==> config.mk <==
export PLATFORM = sky130hd
export DESIGN_NAME = ccb_bridge
export DESIGN_NICKNAME = d
export VERILOG_FILES = /design/src/logic/ccb_pkg.sv /design/src/logic/ccb_bridge.sv
export SDC_FILE = /design/constraint.sdc
export NUM_CORES = 1
export LEC_CHECK = 0
export BUFFER_PORTS_ARGS = -buffer_cell sky130_fd_sc_hd__buf_2
export CAP_MARGIN = 20
export CORE_MARGIN = 1
export CORE_UTILIZATION = 45
export CTS_CLUSTER_DIAMETER = 80
export DETAILED_ROUTE_END_ITERATION = 12
export PLACE_DENSITY = 0.69
export SKIP_LAST_GASP = 1
export SYNTH_ARGS = -nofsm -noshare
export SYNTH_HDL_FRONTEND = slang
export SYNTH_SLANG_ARGS = --single-unit
export TNS_END_PERCENT = 1
==> constraint.sdc <==
create_clock -name aclk -period 11.4 [get_ports aclk]
set_input_delay 1.71 -clock aclk [delete_from_list [all_inputs] [get_ports aclk]]
set_output_delay 1.71 -clock aclk [all_outputs]
set_load 0.05 [all_outputs]
==> src/logic/ccb_pkg.sv <==
package ccb_pkg;

    // ------------------------------------------------------------
    // Sizes and register map
    // ------------------------------------------------------------
    localparam int          FIFO_BYTES   = 64;
    localparam logic [7:0]  ADDR_CTRL    = 8'h00;
    localparam logic [7:0]  ADDR_STATUS  = 8'h04;
    localparam logic [7:0]  ADDR_COUNT   = 8'h08;
    localparam logic [31:0] CTRL_RESET   = 32'h0000_0000;
    localparam int          CTRL_GO0_BIT = 0;
    localparam int          CTRL_GO1_BIT = 1;
    localparam int          DMA_CH_C2M   = 0;
    localparam int          DMA_CH_M2C   = 1;
    localparam logic [1:0]  RESP_OKAY    = 2'h0;
    localparam logic [1:0]  RESP_SLVERR  = 2'h2;

    // ------------------------------------------------------------
    // Types
    // ------------------------------------------------------------
    typedef struct packed {
        logic        hdr;
        logic [23:0] data;
    } ccb_wcmd_s;

    typedef enum logic [2:0] {
        WX_IDLE, WX_LOW, WX_MID, WX_HIGH, WX_DUMMY
    } ccb_wx_e;

    typedef enum logic [1:0] {
        RX_LOW, RX_MID, RX_HIGH
    } ccb_rx_e;

    typedef enum logic [1:0] {
        DM_IDLE, DM_REQ, DM_WAIT
    } ccb_dm_e;

endpackage : ccb_pkg

==> src/logic/ccb_bridge.sv <==
// The implementer's own choices: the AXI4-Lite interface to the registers and the register addresses.
`timescale 1ns/1ps
`default_nettype none

module ccb_bridge
    import ccb_pkg::*;
#(
    parameter int DEPTH = FIFO_BYTES
) (
    // Clock and reset
    input  wire logic        aclk,
    input  wire logic        aresetn,
    // Crate dataway side
    input  wire logic        cam_s1,
    input  wire logic        cam_write,
    input  wire logic        cam_read,
    input  wire ccb_wcmd_s   cam_wcmd,
    output logic             cam_q,
    output logic [23:0]      cam_rdata,
    output logic             read_output_enable,
    output logic             read_data_valid,
    output logic             write_pending_flag,
    // Dma controller side, channel 0 and 1
    output logic [1:0]       dma_req,
    input  wire logic [1:0]  dma_ack,
    input  wire logic [1:0]  dma_done,
    input  wire logic        dma_transfer_strobe,
    output logic [7:0]       dma_rdata,
    input  wire logic [7:0]  dma_wdata,
    // AXI4-Lite slave
    input  wire logic [7:0]  s_awaddr,
    input  wire logic        s_awvalid,
    output logic             s_awready,
    input  wire logic [31:0] s_wdata,
    input  wire logic [3:0]  s_wstrb,
    input  wire logic        s_wvalid,
    output logic             s_wready,
    output logic [1:0]       s_bresp,
    output logic             s_bvalid,
    input  wire logic        s_bready,
    input  wire logic [7:0]  s_araddr,
    input  wire logic        s_arvalid,
    output logic             s_arready,
    output logic [31:0]      s_rdata,
    output logic [1:0]       s_rresp,
    output logic             s_rvalid,
    input  wire logic        s_rready
);

    localparam int PW = $clog2(DEPTH);

    // ------------------------------------------------------------
    // Fifo storage, both directions
    // ------------------------------------------------------------
    logic [7:0]  c2m_mem [DEPTH];
    logic [7:0]  m2c_mem [DEPTH];
    logic [PW:0] c2m_wp_ff, c2m_rp_ff, m2c_wp_ff, m2c_rp_ff;
    logic [31:0] ctrl_ff;
    ccb_wx_e     wx_ff;
    ccb_rx_e     rx_ff;
    ccb_dm_e     dm0_ff, dm1_ff;
    logic [23:0] wreg_ff, rreg_ff;
    logic        hdr_ff;

    function automatic logic [PW:0] fcount(input logic [PW:0] w, input logic [PW:0] r);
        fcount = w - r;
    endfunction : fcount

    wire  c2m_full  = fcount(c2m_wp_ff, c2m_rp_ff) == DEPTH[PW:0];
    wire  c2m_empty = fcount(c2m_wp_ff, c2m_rp_ff) == '0;
    wire  m2c_full  = fcount(m2c_wp_ff, m2c_rp_ff) == DEPTH[PW:0];
    wire  m2c_empty = fcount(m2c_wp_ff, m2c_rp_ff) == '0;

    // Byte selected by the current shift phase; dummy byte is zero
    logic [7:0] shift_byte;
    always_comb begin
        case (wx_ff)
            WX_LOW:  shift_byte = wreg_ff[7:0];
            WX_MID:  shift_byte = wreg_ff[15:8];
            WX_HIGH: shift_byte = wreg_ff[23:16];
            default: shift_byte = 8'h00;
        endcase
    end
    wire fifo_shift_in_pulse = (wx_ff != WX_IDLE) && !c2m_full;
    wire write_high_byte_enable = fifo_shift_in_pulse &&
        ((wx_ff == WX_HIGH && !hdr_ff) || wx_ff == WX_DUMMY);
    wire wr_accept = cam_s1 && cam_write && !write_pending_flag;
    wire rd_take   = cam_s1 && cam_read && read_data_valid;
    wire rd_shift  = !read_data_valid && !m2c_empty;
    wire m2c_push  = dma_transfer_strobe && dma_ack[DMA_CH_M2C] && !m2c_full;
    wire c2m_pop   = dma_req[DMA_CH_C2M] && dma_ack[DMA_CH_C2M];

    // ------------------------------------------------------------
    // Write manager and crate-to-cpu shifter
    // ------------------------------------------------------------
    // Pending write blocks new latching so held bytes are not lost
    always_ff @(posedge aclk) begin
        if (!aresetn) begin
            wx_ff              <= WX_IDLE;
            wreg_ff            <= 24'h00_0000;
            hdr_ff             <= 1'b0;
            write_pending_flag <= 1'b0;
        end else begin
            if (wr_accept) begin
                wreg_ff            <= cam_wcmd.data;
                hdr_ff             <= cam_wcmd.hdr;
                wx_ff              <= WX_LOW;
                write_pending_flag <= 1'b1;
            end else if (fifo_shift_in_pulse) begin
                case (wx_ff)
                    WX_LOW:  wx_ff <= WX_MID;
                    WX_MID:  wx_ff <= WX_HIGH;
                    WX_HIGH: wx_ff <= hdr_ff ? WX_DUMMY : WX_IDLE;
                    default: wx_ff <= WX_IDLE;
                endcase
                if (write_high_byte_enable) begin
                    write_pending_flag <= 1'b0;
                end
            end
        end
    end

    always_ff @(posedge aclk) begin
        if (!aresetn) begin
            c2m_wp_ff <= '0;
            c2m_rp_ff <= '0;
        end else begin
            if (fifo_shift_in_pulse) begin
                c2m_mem[c2m_wp_ff[PW-1:0]] <= shift_byte;
                c2m_wp_ff <= c2m_wp_ff + 1'b1;
            end
            if (c2m_pop) begin
                c2m_rp_ff <= c2m_rp_ff + 1'b1;
            end
        end
    end

    // ------------------------------------------------------------
    // Cpu-to-crate fifo and read registers
    // ------------------------------------------------------------
    always_ff @(posedge aclk) begin
        if (!aresetn) begin
            m2c_wp_ff <= '0;
            m2c_rp_ff <= '0;
        end else begin
            if (m2c_push) begin
                m2c_mem[m2c_wp_ff[PW-1:0]] <= dma_wdata;
                m2c_wp_ff <= m2c_wp_ff + 1'b1;
            end
            if (rd_shift) begin
                m2c_rp_ff <= m2c_rp_ff + 1'b1;
            end
        end
    end

    // Read sequencer: valid only after the high byte clock
    always_ff @(posedge aclk) begin
        if (!aresetn) begin
            rx_ff           <= RX_LOW;
            rreg_ff         <= 24'h00_0000;
            read_data_valid <= 1'b0;
        end else begin
            if (rd_shift) begin
                case (rx_ff)
                    RX_LOW: begin
                        rreg_ff[7:0] <= m2c_mem[m2c_rp_ff[PW-1:0]];
                        rx_ff        <= RX_MID;
                    end
                    RX_MID: begin
                        rreg_ff[15:8] <= m2c_mem[m2c_rp_ff[PW-1:0]];
                        rx_ff         <= RX_HIGH;
                    end
                    default: begin
                        rreg_ff[23:16]  <= m2c_mem[m2c_rp_ff[PW-1:0]];
                        rx_ff           <= RX_LOW;
                        read_data_valid <= 1'b1;
                    end
                endcase
            end else if (rd_take) begin
                read_data_valid <= 1'b0;
            end
        end
    end

    // ------------------------------------------------------------
    // Crate answers
    // ------------------------------------------------------------
    // Q only for accepted writes and reads with valid data
    always_ff @(posedge aclk) begin
        if (!aresetn) begin
            cam_q              <= 1'b0;
            cam_rdata          <= 24'h00_0000;
            read_output_enable <= 1'b0;
        end else begin
            cam_q              <= wr_accept || rd_take;
            read_output_enable <= rd_take;
            cam_rdata          <= rd_take ? rreg_ff : 24'h00_0000;
        end
    end

    // ------------------------------------------------------------
    // Dma request control, channel 0 drains, channel 1 fills
    // ------------------------------------------------------------
    always_ff @(posedge aclk) begin
        if (!aresetn) begin
            dm0_ff    <= DM_IDLE;
            dma_rdata <= 8'h00;
        end else begin
            case (dm0_ff)
                DM_IDLE: if (ctrl_ff[CTRL_GO0_BIT] && !c2m_empty) begin
                    dm0_ff <= DM_REQ;
                end
                DM_REQ: if (dma_ack[DMA_CH_C2M]) begin
                    dma_rdata <= c2m_mem[c2m_rp_ff[PW-1:0]];
                    dm0_ff    <= DM_WAIT;
                end
                DM_WAIT: if (dma_done[DMA_CH_C2M]) begin
                    dm0_ff <= DM_IDLE;
                end else if (!dma_ack[DMA_CH_C2M]) begin
                    dm0_ff <= DM_IDLE;
                end
                default: dm0_ff <= DM_IDLE;
            endcase
        end
    end

    // Hold back the next request until the ack is released or done is seen
    always_ff @(posedge aclk) begin
        if (!aresetn) begin
            dm1_ff <= DM_IDLE;
        end else begin
            case (dm1_ff)
                DM_IDLE: if (ctrl_ff[CTRL_GO1_BIT] && !m2c_full) begin
                    dm1_ff <= DM_REQ;
                end
                DM_REQ: if (dma_ack[DMA_CH_M2C]) begin
                    dm1_ff <= DM_WAIT;
                end
                DM_WAIT: if (dma_done[DMA_CH_M2C]) begin
                    dm1_ff <= DM_IDLE;
                end else if (!dma_ack[DMA_CH_M2C]) begin
                    dm1_ff <= DM_IDLE;
                end
                default: dm1_ff <= DM_IDLE;
            endcase
        end
    end

    always_ff @(posedge aclk) begin
        if (!aresetn) begin
            dma_req <= 2'b00;
        end else begin
            dma_req[DMA_CH_C2M] <= (dm0_ff == DM_REQ) && !dma_ack[DMA_CH_C2M] &&
                                   ctrl_ff[CTRL_GO0_BIT];
            dma_req[DMA_CH_M2C] <= (dm1_ff == DM_REQ) && !dma_ack[DMA_CH_M2C] &&
                                   ctrl_ff[CTRL_GO1_BIT];
        end
    end

    // ------------------------------------------------------------
    // AXI4-Lite slave
    // ------------------------------------------------------------
    // Address and data taken together in one cycle; order is free
    wire wr_go = s_awvalid && s_wvalid && !s_bvalid;
    wire rd_go = s_arvalid && !s_rvalid;

    always_ff @(posedge aclk) begin
        if (!aresetn) begin
            s_awready <= 1'b0;
            s_wready  <= 1'b0;
            s_bvalid  <= 1'b0;
            s_bresp   <= RESP_OKAY;
            ctrl_ff   <= CTRL_RESET;
        end else begin
            s_awready <= wr_go && !s_awready;
            s_wready  <= wr_go && !s_awready;
            if (wr_go && !s_awready) begin
                s_bvalid <= 1'b1;
                s_bresp  <= (s_awaddr == ADDR_CTRL) ? RESP_OKAY : RESP_SLVERR;
                if (s_awaddr == ADDR_CTRL && s_wstrb[0]) begin
                    ctrl_ff[7:0] <= s_wdata[7:0];
                end
            end else if (s_bready) begin
                s_bvalid <= 1'b0;
            end
        end
    end

    always_ff @(posedge aclk) begin
        if (!aresetn) begin
            s_arready <= 1'b0;
            s_rvalid  <= 1'b0;
            s_rdata   <= 32'h0000_0000;
            s_rresp   <= RESP_OKAY;
        end else begin
            s_arready <= rd_go && !s_arready;
            if (rd_go && !s_arready) begin
                s_rvalid <= 1'b1;
                s_rresp  <= RESP_OKAY;
                case (s_araddr)
                    ADDR_CTRL:   s_rdata <= ctrl_ff;
                    ADDR_STATUS: s_rdata <= {24'h00_0000, dma_req, dm1_ff != DM_IDLE,
                                  dm0_ff != DM_IDLE, read_data_valid,
                                  write_pending_flag, m2c_empty, c2m_empty};
                    ADDR_COUNT:  s_rdata <= {16'h0000, 1'b0, fcount(m2c_wp_ff, m2c_rp_ff),
                                  1'b0, fcount(c2m_wp_ff, c2m_rp_ff)};
                    default: begin
                        s_rdata <= 32'h0000_0000;
                        s_rresp <= RESP_SLVERR;
                    end
                endcase
            end else if (s_rready) begin
                s_rvalid <= 1'b0;
            end
        end
    end

    // ------------------------------------------------------------
    // Checks
    // ------------------------------------------------------------
    chk_write_no_q: assert property (@(posedge aclk) disable iff (!aresetn)
        (cam_s1 && cam_write && write_pending_flag && !cam_read) |=> !cam_q)
        else $error("Q given to write while pending");
    chk_write_hold: assert property (@(posedge aclk) disable iff (!aresetn)
        (cam_s1 && cam_write && write_pending_flag) |=> $stable(wreg_ff))
        else $error("Pending write data overwritten");
    chk_pend_set: assert property (@(posedge aclk) disable iff (!aresetn)
        wr_accept |=> write_pending_flag && wx_ff == WX_LOW)
        else $error("Accepted write not pending");
    chk_pend_clear: assert property (@(posedge aclk) disable iff (!aresetn)
        write_high_byte_enable |=> !write_pending_flag)
        else $error("Pending flag not cleared");
    chk_read_q: assert property (@(posedge aclk) disable iff (!aresetn)
        (cam_s1 && cam_read && read_data_valid) |=> cam_q && read_output_enable)
        else $error("Valid read without Q");
    chk_read_noq: assert property (@(posedge aclk) disable iff (!aresetn)
        (cam_s1 && cam_read && !read_data_valid && !cam_write) |=> !cam_q && !read_output_enable)
        else $error("Read before valid answered");
    chk_valid_set: assert property (@(posedge aclk) disable iff (!aresetn)
        (rd_shift && rx_ff == RX_HIGH) |=> read_data_valid)
        else $error("High byte did not set valid");
    chk_done_idle: assert property (@(posedge aclk) disable iff (!aresetn)
        (dm1_ff == DM_WAIT && dma_done[DMA_CH_M2C]) |=> dm1_ff == DM_IDLE ##1 !dma_req[DMA_CH_M2C])
        else $error("Done did not idle channel 1");
    chk_fifo_bound: assert property (@(posedge aclk) disable iff (!aresetn)
        fcount(c2m_wp_ff, c2m_rp_ff) <= DEPTH[PW:0] && fcount(m2c_wp_ff, m2c_rp_ff) <= DEPTH[PW:0])
        else $error("Fifo count above depth");

endmodule : ccb_bridge

`default_nettype wire

# [Yosys cells after proc, flatten, opt, wreduce, memory -nomap -nowiden]
# Memory sizes are Yosys's and may differ from the RTL's. A register that Yosys moved wholly into a read port is not among the register bits.
# Index checks and enable logic that the tools add are counted.
[word_totals] register_bits=164 ram_bits=1024 inputBits=100 out_inout_bits=79 elab_cells=162 n_memories=2
[mem_list] memory="c2m_mem" words=64 word_bits=8 rd=1 rd_clocked_by_memory_dff=1 wr=1 line_no="ccb_bridge.sv:55" source="logic [7:0] c2m_mem [DEPTH];"
[mem_list] memory="m2c_mem" words=64 word_bits=8 rd=1 rd_clocked_by_memory_dff=1 wr=1 line_no="ccb_bridge.sv:56" source="logic [7:0] m2c_mem [DEPTH];"
[classes] n_addsub=6 eq_ne=20 muxes=37 n_bitwise=2 n_reduce_logical=67
[ops] cell="15-bit one-hot mux with 3 select lines" n=1
[ops] cell="7-bit by 1-bit adder with 7-bit output, second input constant" n=4
[ops] cell="8-bit one-hot mux with 3 select lines" n=1
[ops] cell="1-bit logical AND" n=23
[ops] cell="2-bit two-way mux" n=10
[ops] cell="1-bit two-way mux" n=18
[ops] cell="8-bit zero test" n=2
[ops] cell="2-bit AND reduction" n=8
[ops] cell="7-bit equality test, second input constant" n=2
[ops] cell="1-bit zero test" n=14
[ops] cell="7-bit zero test" n=2
[ops] cell="2-bit nonzero test" n=7
[ops] cell="7-bit subtractor" n=2
[ops] cell="6-bit two-way mux" n=2
[ops] cell="2-bit one-hot mux with 3 select lines" n=2
[ops] cell="2-bit inequality test, second input constant" n=5
[ops] cell="3-bit one-hot mux with 3 select lines" n=1
[ops] cell="8-bit by 3-bit equality test with 1-bit output, second input constant" n=1
[ops] cell="8-bit by 4-bit equality test with 1-bit output, second input constant" n=1
[ops] cell="2-bit by 1-bit equality test with 1-bit output, second input constant" n=3
[ops] cell="3-bit by 2-bit equality test with 1-bit output, second input constant" n=2
[ops] cell="2-bit zero test" n=3
[ops] cell="3-bit inequality test, second input constant" n=2
[ops] cell="3-bit AND reduction" n=2
[ops] cell="10 further kinds" n=14

# [Depth between registers and ports, before layout]
# Gate-level depths: netlist of the first run.
[depth] depth_word=8 depth_mapped=14 mapped_depth_nobuf=11

# [Worst setup path before layout of the first run]
# OpenSTA, ideal clock, no wires.
[synth_timing] path_kind="register to register" from="reg c2m_rp_ff[1]" to="mem c2m_mem[23][0], enable pin" setup_ps=370 t_arrival_ps=3574 t_required_ps=11030 slack_ps=7455 stages_incl_launch_ff=15 n_path_buf=5 synth_period_minus_slack_ps=3945 cell_sequence="dfxtp_1 > buf_2 > buf_1 > inv_1 > clkbuf_1 > fa_1 > a21o_1 > a21oi_1 > nand4b_1 > and3_2 > o32ai_4 > buf_6 > or4_1 > buf_2 > nor2_1"
[synth_via] elab_chain_len=7
[synth_rtl] item="start, declared" line_no="ccb_bridge.sv:57" source="logic [PW:0] c2m_wp_ff, c2m_rp_ff, m2c_wp_ff, m2c_rp_ff;"
[synth_rtl] item="start signal, assigned" line_no="ccb_bridge.sv:133" source="c2m_rp_ff <= c2m_rp_ff + 1'b1;"
[synth_rtl] item="7-bit subtractor" line_no="ccb_bridge.sv:66" source="fcount = w - r;"
[synth_rtl] item="7-bit equality test" line_no="ccb_bridge.sv:69" source="wire c2m_full = fcount(c2m_wp_ff, c2m_rp_ff) == DEPTH[PW:0];"
[synth_rtl] item="1-bit zero test" line_no="ccb_bridge.sv:84" source="wire fifo_shift_in_pulse = (wx_ff != WX_IDLE) && !c2m_full;"
[synth_rtl] item="1-bit logical AND" line_no="ccb_bridge.sv:84"
[synth_rtl] item="1-bit two-way mux" line_no="ccb_bridge.sv:128" source="if (fifo_shift_in_pulse) begin"
[synth_rtl] item="1-bit two-way mux" line_no="ccb_bridge.sv:124" source="if (!aresetn) begin"
[synth_rtl] item="1-bit two-way mux (not written as such)" line_no="ccb_bridge.sv:129" source="c2m_mem[c2m_wp_ff[PW-1:0]] <= shift_byte;"
[synth_rtl] item="end, declared" line_no="ccb_bridge.sv:55"
# Every way passes these cells.

# [Worst setup path in the final report of the first run]
[layout_timing] from="reg c2m_rp_ff[1]" to="mem c2m_mem[15][4], enable pin"
# The elaborated chain is that of the path after synthesis.

==> results of run 1 <==
state kept, by name, summed over array words and instances, names as in the netlist, 2 cells and up, named ones only:
signal,flops
c2m_mem,512
m2c_mem,512
cam_rdata,24
rreg_ff,24
wreg_ff,24
s_rdata,15
ctrl_ff,8
dma_rdata,8
c2m_rp_ff,7
c2m_wp_ff,7
m2c_rp_ff,7
m2c_wp_ff,7
wx_ff,3
dm0_ff,2
dm1_ff,2
dma_req,2
rx_ff,2
synthesized netlist by cell type (13+ instances only):
| cell | instances | area share (%) |
|---|---|---|
| o21ai_1 | 19 | 0.21 |
| dfxtp_1 | 159 | 6.9 |
| nor2_1 | 240 | 1.9 |
| a22o_1 | 29 | 0.55 |
| clkbuf_1 | 69 | 0.56 |
| mux2i_1 | 70 | 1.5 |
| buf_1 | 14 | 0.11 |
| edfxtp_1 | 1024 | 66 |
| o22ai_1 | 29 | 0.39 |
| ha_1 | 16 | 0.43 |
| nor3_1 | 30 | 0.32 |
| nand3_1 | 36 | 0.39 |
| buf_2 | 33 | 0.36 |
| o21ai_0 | 38 | 0.41 |
| a21oi_1 | 76 | 0.82 |
| nand2_1 | 83 | 0.67 |
| nand2b_1 | 14 | 0.19 |
| buf_4 | 41 | 0.66 |
| inv_1 | 23 | 0.19 |
| mux4_2 | 271 | 13 |
| xnor2_1 | 13 | 0.25 |
| and2_1 | 28 | 0.38 |
routing by layer:
metal / wire (µm) / track usage (%)
met1: 41750 / 26.65
met2: 53440 / 33.91
met3: 7986 / 3.888
met4: 3361 / 6.962
met5: 0 / 0
worst paths after layout:
path | start | endpoint | depth (start not counted) | slack [ns]
min | rreg_ff[11] | cam_rdata[11] | 1 | 0.45
max reg2reg | c2m_rp_ff[1] | c2m_mem[15][4] | 9 | 6.42
max | c2m_rp_ff[1] | c2m_mem[15][4] | 9 | 6.42
min reg2reg | rreg_ff[11] | cam_rdata[11] | 1 | 0.45
report_power, final:
group / switching [mW] / internal [mW]
combinational: 0.578 / 0.465
clock: 1.61 / 2.08
sequential: 0.102 / 4.74
worst max-delay path: stages (launching register included):
cell      delay [ns]
dfxtp_4         0.76
inv_1           0.60
fa_1            0.61
a21o_1          0.17
a21oi_1         0.26
nand4b_1        0.18
and3_2          0.25
o32ai_4         0.20
or4b_1          0.79
nor2_1          0.69
cell type report:
type / count / area [µm²] / share of cell area (%)
timing repair buffer: 166 / 928.4 / 1.785
sequential: 1183 / 33950 / 65.30
inverter: 28 / 105.1 / 0.2021
multi-input combinational: 1190 / 11650 / 22.40
clock inverter: 54 / 538.0 / 1.035
clock buffer: 156 / 3114 / 5.989
tap: 1368 / 1712 / 3.292
cell usage in the layout, fill, tap and decap left out, drive strengths merged, types with 5 or more instances in the layout:
| cell | synthesis | layout |
|---|---|---|
| a31oi | 11 | 11 |
| xnor2 | 13 | 13 |
| a22o | 29 | 29 |
| o221ai | 6 | 6 |
| and3 | 6 | 6 |
| mux2 | 9 | 9 |
| edfxtp | 1024 | 1024 |
| or3 | 12 | 12 |
| nand2 | 83 | 83 |
| bufinv | 0 | 7 |
| buf | 90 | 166 |
| nor3 | 31 | 31 |
| clkinv | 4 | 45 |
| o32ai | 5 | 5 |
| nor4 | 5 | 5 |
| or4 | 5 | 5 |
| xor2 | 5 | 5 |
| dfxtp | 159 | 159 |
| nand2b | 14 | 14 |
| nor2b | 10 | 10 |
| ha | 16 | 16 |
| nand3 | 36 | 36 |
| a2111oi | 7 | 7 |
| a22oi | 12 | 12 |
| a211oi | 12 | 12 |
| nand3b | 10 | 10 |
| conb | 1 | 19 |
| clkbuf | 69 | 156 |
| o21ai | 57 | 57 |
| nor2 | 242 | 242 |
| and2 | 29 | 29 |
| mux2i | 70 | 70 |
| mux4 | 271 | 271 |
| nand4 | 8 | 8 |
| inv | 24 | 28 |
| a21o | 6 | 6 |
| o22ai | 29 | 29 |
| a21oi | 79 | 79 |
through the flow:
| stage | hold WS, ns | std cells |
|---|---|---|
| 2_1_floorplan | 0.4238 | 2560 |
| 5_1_grt | 0.4815 | 4145 |
| 3_5_place_dp | 0.4413 | 3933 |
| 4_1_cts | 0.4472 | 4143 |
| 6_report | 0.4484 | 4145 |
| 3_3_place_gp | 0.4358 | 3931 |
logic make-up after synthesis:
| logic type | after synthesis | synth area share (%) |
|---|---|---|
| simple gates | 507 | 5.067 |
| xor+xnor | 18 | 0.3401 |
| mux | 350 | 14.90 |
| flops | 1183 | 73.21 |
| compound gates | 278 | 3.979 |
| fa+ha+maj | 18 | 0.5183 |
| other cells | 1 | 0.008091 |
| buf+inv | 187 | 1.976 |
==> metrics, run 1 <==
status=finished clean; Final min period=4.981 ns; Mapped Cells=2542; layout cells sized above 1=22.87%; synthesized area=0.04635 mm²; CP Capture Type=flop; worst path required time=11.72 ns; vias in the first global route=24420; count of pins over their slew limit=0; post-route cell area=0.05200 mm²; slack of the critical path=6.419 ns; Worst Setup Start Kind=flop; worst vdd ir=0.1471 mV; CP Class=flop to flop; Final #Nets=2800; crit path DAT=5.30 ns; cts repair resizes=0; Clk pin slew, worst setup/hold paths=0.06 ns; fin crit share=43.70%; worst slack, placed=6.344 ns; Synth Register Bits=1183; gpl congestion=0.8895; first-pass GRT wire length=156.3 mm; number of cell rows=117; total core area=0.1019 mm²; Final Hold Fails=0; slew margin rel.=26.01%; vias per cell=5.828; Root Buffer=clkbuf_16; Vias=24160; Post-synth EDFFs=1024; Mean Syn Cell Area=18.23 µm²; # DRC=0; diode count=0; Yosys cell types=78; Initial DRC Count=2689; Die Width=322.9 µm; Worst Hold Class=flop to flop; Seq/Total Area, Yosys=73.21%; TritonRoute pass-1 iters=6; hold buffer count at CTS=0; Overall Global Routing Usage=20.29%; Leakage=16.83 nW; RSZ-0062 raised after global routing=false; dpl hpwl=66.33 mm; H-tree levels=3; antenna violations before repair=1; die height=322.9 µm; die area=0.1043 mm²; CTS max path bufs=3; total power per unit cell area=183.9 mW/mm²; Max Clock Skew=0.03940 ns; Synth-to-Final Area Change=12.19%; Starting Density=45.49%; Final Total Pwr=9.565 mW; WL final=106.5 mm; Synth Warn #=0; CTS sink count=1183; Clk Latency, worst-skew pair=0.71 ns; DR WL/cell=25.70 µm; placed inst area=0.04832 mm²; count of final setup violators=0; num ports=179; ys async rst share=0%; IO Port Bufs=132; Max-Cap Viols=0; total gr overflow=0; Final Util=51.03%; f_max=200.8 MHz; post-CTS setup buffers=0; maximum number of pins on one net before global-route repair=70; setup TNS=0 ns; CTS Buf Count=113; Fillers=8055; post-route ant nets=0; Most used DFF post-synth=edfxtp_1; crit-path max FO=43; CTS tree=yes; Tightest Pin Transition=1.108 ns
No activity file was read; power rests on OpenSTA's default activity.
==> inputs of run 2 (changes only) <==
ABC_AREA = 1   (was unset)
clock period = 4.6 ns   (was 11.4 ns; I/O delays follow)
==> metrics, run 2 <==
WL final=121.3 mm; Final Hold Fails=0; first-pass GRT wire length=184.2 mm; commonest cells after routing, fill and taps aside=nand2_1 (1136), edfxtp_1 (1024), nor2_1 (638); ys async rst share=0%; Synth Warn #=0; RSZ-0062 raised after global routing=false; Adder-Cell Fraction of Synth Area=0.4926%; Synth top area share=63.05%; RR Startpoint=c2m_wp_ff[0]; highest metal used=met5; die height=331.2 µm; met2 wire length=57.99 mm; dpl hpwl=72.09 mm; vias in the first global route=30980; Vias=33010; worst vdd ir=0.3822 mV; setup TNS=0 ns; CTS max path bufs=3; CP Class=flop to flop; Mapped Cells=4569; hold buffer count at CTS=0; layout cells sized above 1=8.503%; crit path launch=c2m_wp_ff[0]; total gr overflow=0; total power per unit cell area=484.0 mW/mm²; area of the multi-input gates=0.01304 mm²; Max-Cap Viols=0; Commonest cells post-synth=nand2_1 (1136), edfxtp_1 (1024), nor2_1 (639); Fillers=9384; Tightest Pin Transition=1.134 ns; Most used DFF post-synth=edfxtp_1; Final min period=4.405 ns; vias per cell=5.383; Clk Latency, worst-skew pair=0.72 ns; Overall Global Routing Usage=21.72%; Synth-to-Final Area Change=11.71%; die area=0.1097 mm²; slew margin rel.=24.43%; count of final setup violators=0; Initial DRC Count=3385; post-synthesis compound-gate area fraction=4.541%; most common cell in the netlist=nand2_1; antenna violations before repair=2; WL met1=50.06 mm; f_max=227.0 MHz; crit path DAT=4.75 ns; maximum number of pins on one net before global-route repair=214; Met3 Wirelength=8.559 mm; status=finished clean; mux cell area share after synthesis=0%; IO Port Bufs=132; top cells by area, synth=edfxtp_1 (63%), nand2_1 (8.7%), dfxtp_1 (6.5%); total core area=0.1072 mm²; num ports=179; Die Width=331.2 µm; Synth Area in Simple Gates=21.06%; Synth area leader=edfxtp_1; Seq/Total Area, Yosys=69.58%; slack of the critical path=0.1946 ns; CP Capture Type=flop; TritonRoute pass-1 iters=6; Leakage=19.98 nW; diode count=0; Hold Crit Start=s_bready; CTS sink count=1183; Max Clock Skew=0.03582 ns; number of cell rows=120; worst slack, placed=0.3705 ns; cts repair resizes=0; worst path required time=4.94 ns; Worst Hold Class=input port to flop; synthesized area=0.04877 mm²; H-tree levels=3; CTS Buf Count=116; gpl congestion=0.9173; Post-synth EDFFs=1024; Starting Density=45.49%; Final #Nets=4747; post-route ant nets=0; Clk pin slew, worst setup/hold paths=0.06 ns; Mean Syn Cell Area=10.67 µm²; Worst Setup Start Kind=flop; count of pins over their slew limit=0; register area=0.03395 mm²; Yosys cell types=37; Root Buffer=clkbuf_16; CTS tree=yes; most common cell after layout, fill and taps aside=nand2_1; XOR/XNOR share of the synthesized area=0.2694%; Synth Register Bits=1183; # DRC=0; crit-path max FO=12; DR WL/cell=19.78 µm; post-CTS setup buffers=0; largest family of logic cells by synthesized area=simple AND/OR/NAND/NOR gates; fin crit share=95.77%
## run 2: layout make-up
| type | count | area share, % |
|---|---|---|
| Sequential cell | 1183 | 62.31 |
| Multi-Input combinational cell | 2944 | 23.93 |
| Tap cell | 1403 | 3.222 |
| Inverter | 189 | 1.327 |
| Clock inverter | 74 | 1.314 |
| Timing Repair Buffer | 195 | 2.274 |
| Clock buffer | 143 | 5.615 |
## run 2: power by group
part	leakage [nW]	internal [mW]	switching [mW]	total (mW)
clock	1.83	5.34	4.06	9.40
sequential	10.7	11.9	0.153	12.1
combinational	7.48	1.25	3.62	4.87
## run 2: path summary, 6_finish.rpt
kind | cells after the start | to | slack [ns]
hold / removal | 2 | s_bvalid | 0.18
setup reg to reg | 13 | c2m_mem[14][2] | 0.19
setup / recovery | 13 | c2m_mem[14][2] | 0.19
hold reg to reg | 2 | cam_rdata[18] | 0.44
## run 2: layer usage
layer,vias to the layer above,GRT usage (%)
met3,256,3.549
met4,2,8.234
met1,15680,28.88
met2,1295,35.82
met5,-,0
li1,15770,-
## run 2: logic make-up after synthesis
group / count (synthesis)
simple gates: 2478
flops: 1183
buf+inv: 460
compound gates: 414
fa+ha+maj: 18
xor+xnor: 15
other cells: 1
## run 2: per-stage QoR
step | hold slack [ns] | util (%) | total power, mW | area (µm²) | std cells
final | 0.1820 | 50.82 | 26.37 | 54480 | 6131
after global routing | 0.1627 | 50.82 | 27.40 | 54480 | 6131
after CTS | 0.1426 | 50.79 | 26.44 | 54440 | 6128
after detailed placement | 0.4291 | 47.26 | 17.14 | 50670 | 5911
after global placement | 0.4281 | 47.26 | 17.07 | 50670 | 5911
after floorplan | 0.4160 | - | 15.55 | 48840 | 4587
## run 2: critical path: stages, from the launching register on
cell      delay [ns]
dfxtp_1         0.44
clkinv_1        0.29
ha_1            0.28
inv_1           0.11
fa_1            0.25
xor2_1          0.21
nor2_1          0.06
nand3_1         0.09
nor2_2          0.06
nand3_2         0.14
nand2_2         0.21
nor2_4          0.49
nand2_1         0.59
nor2_1          0.78
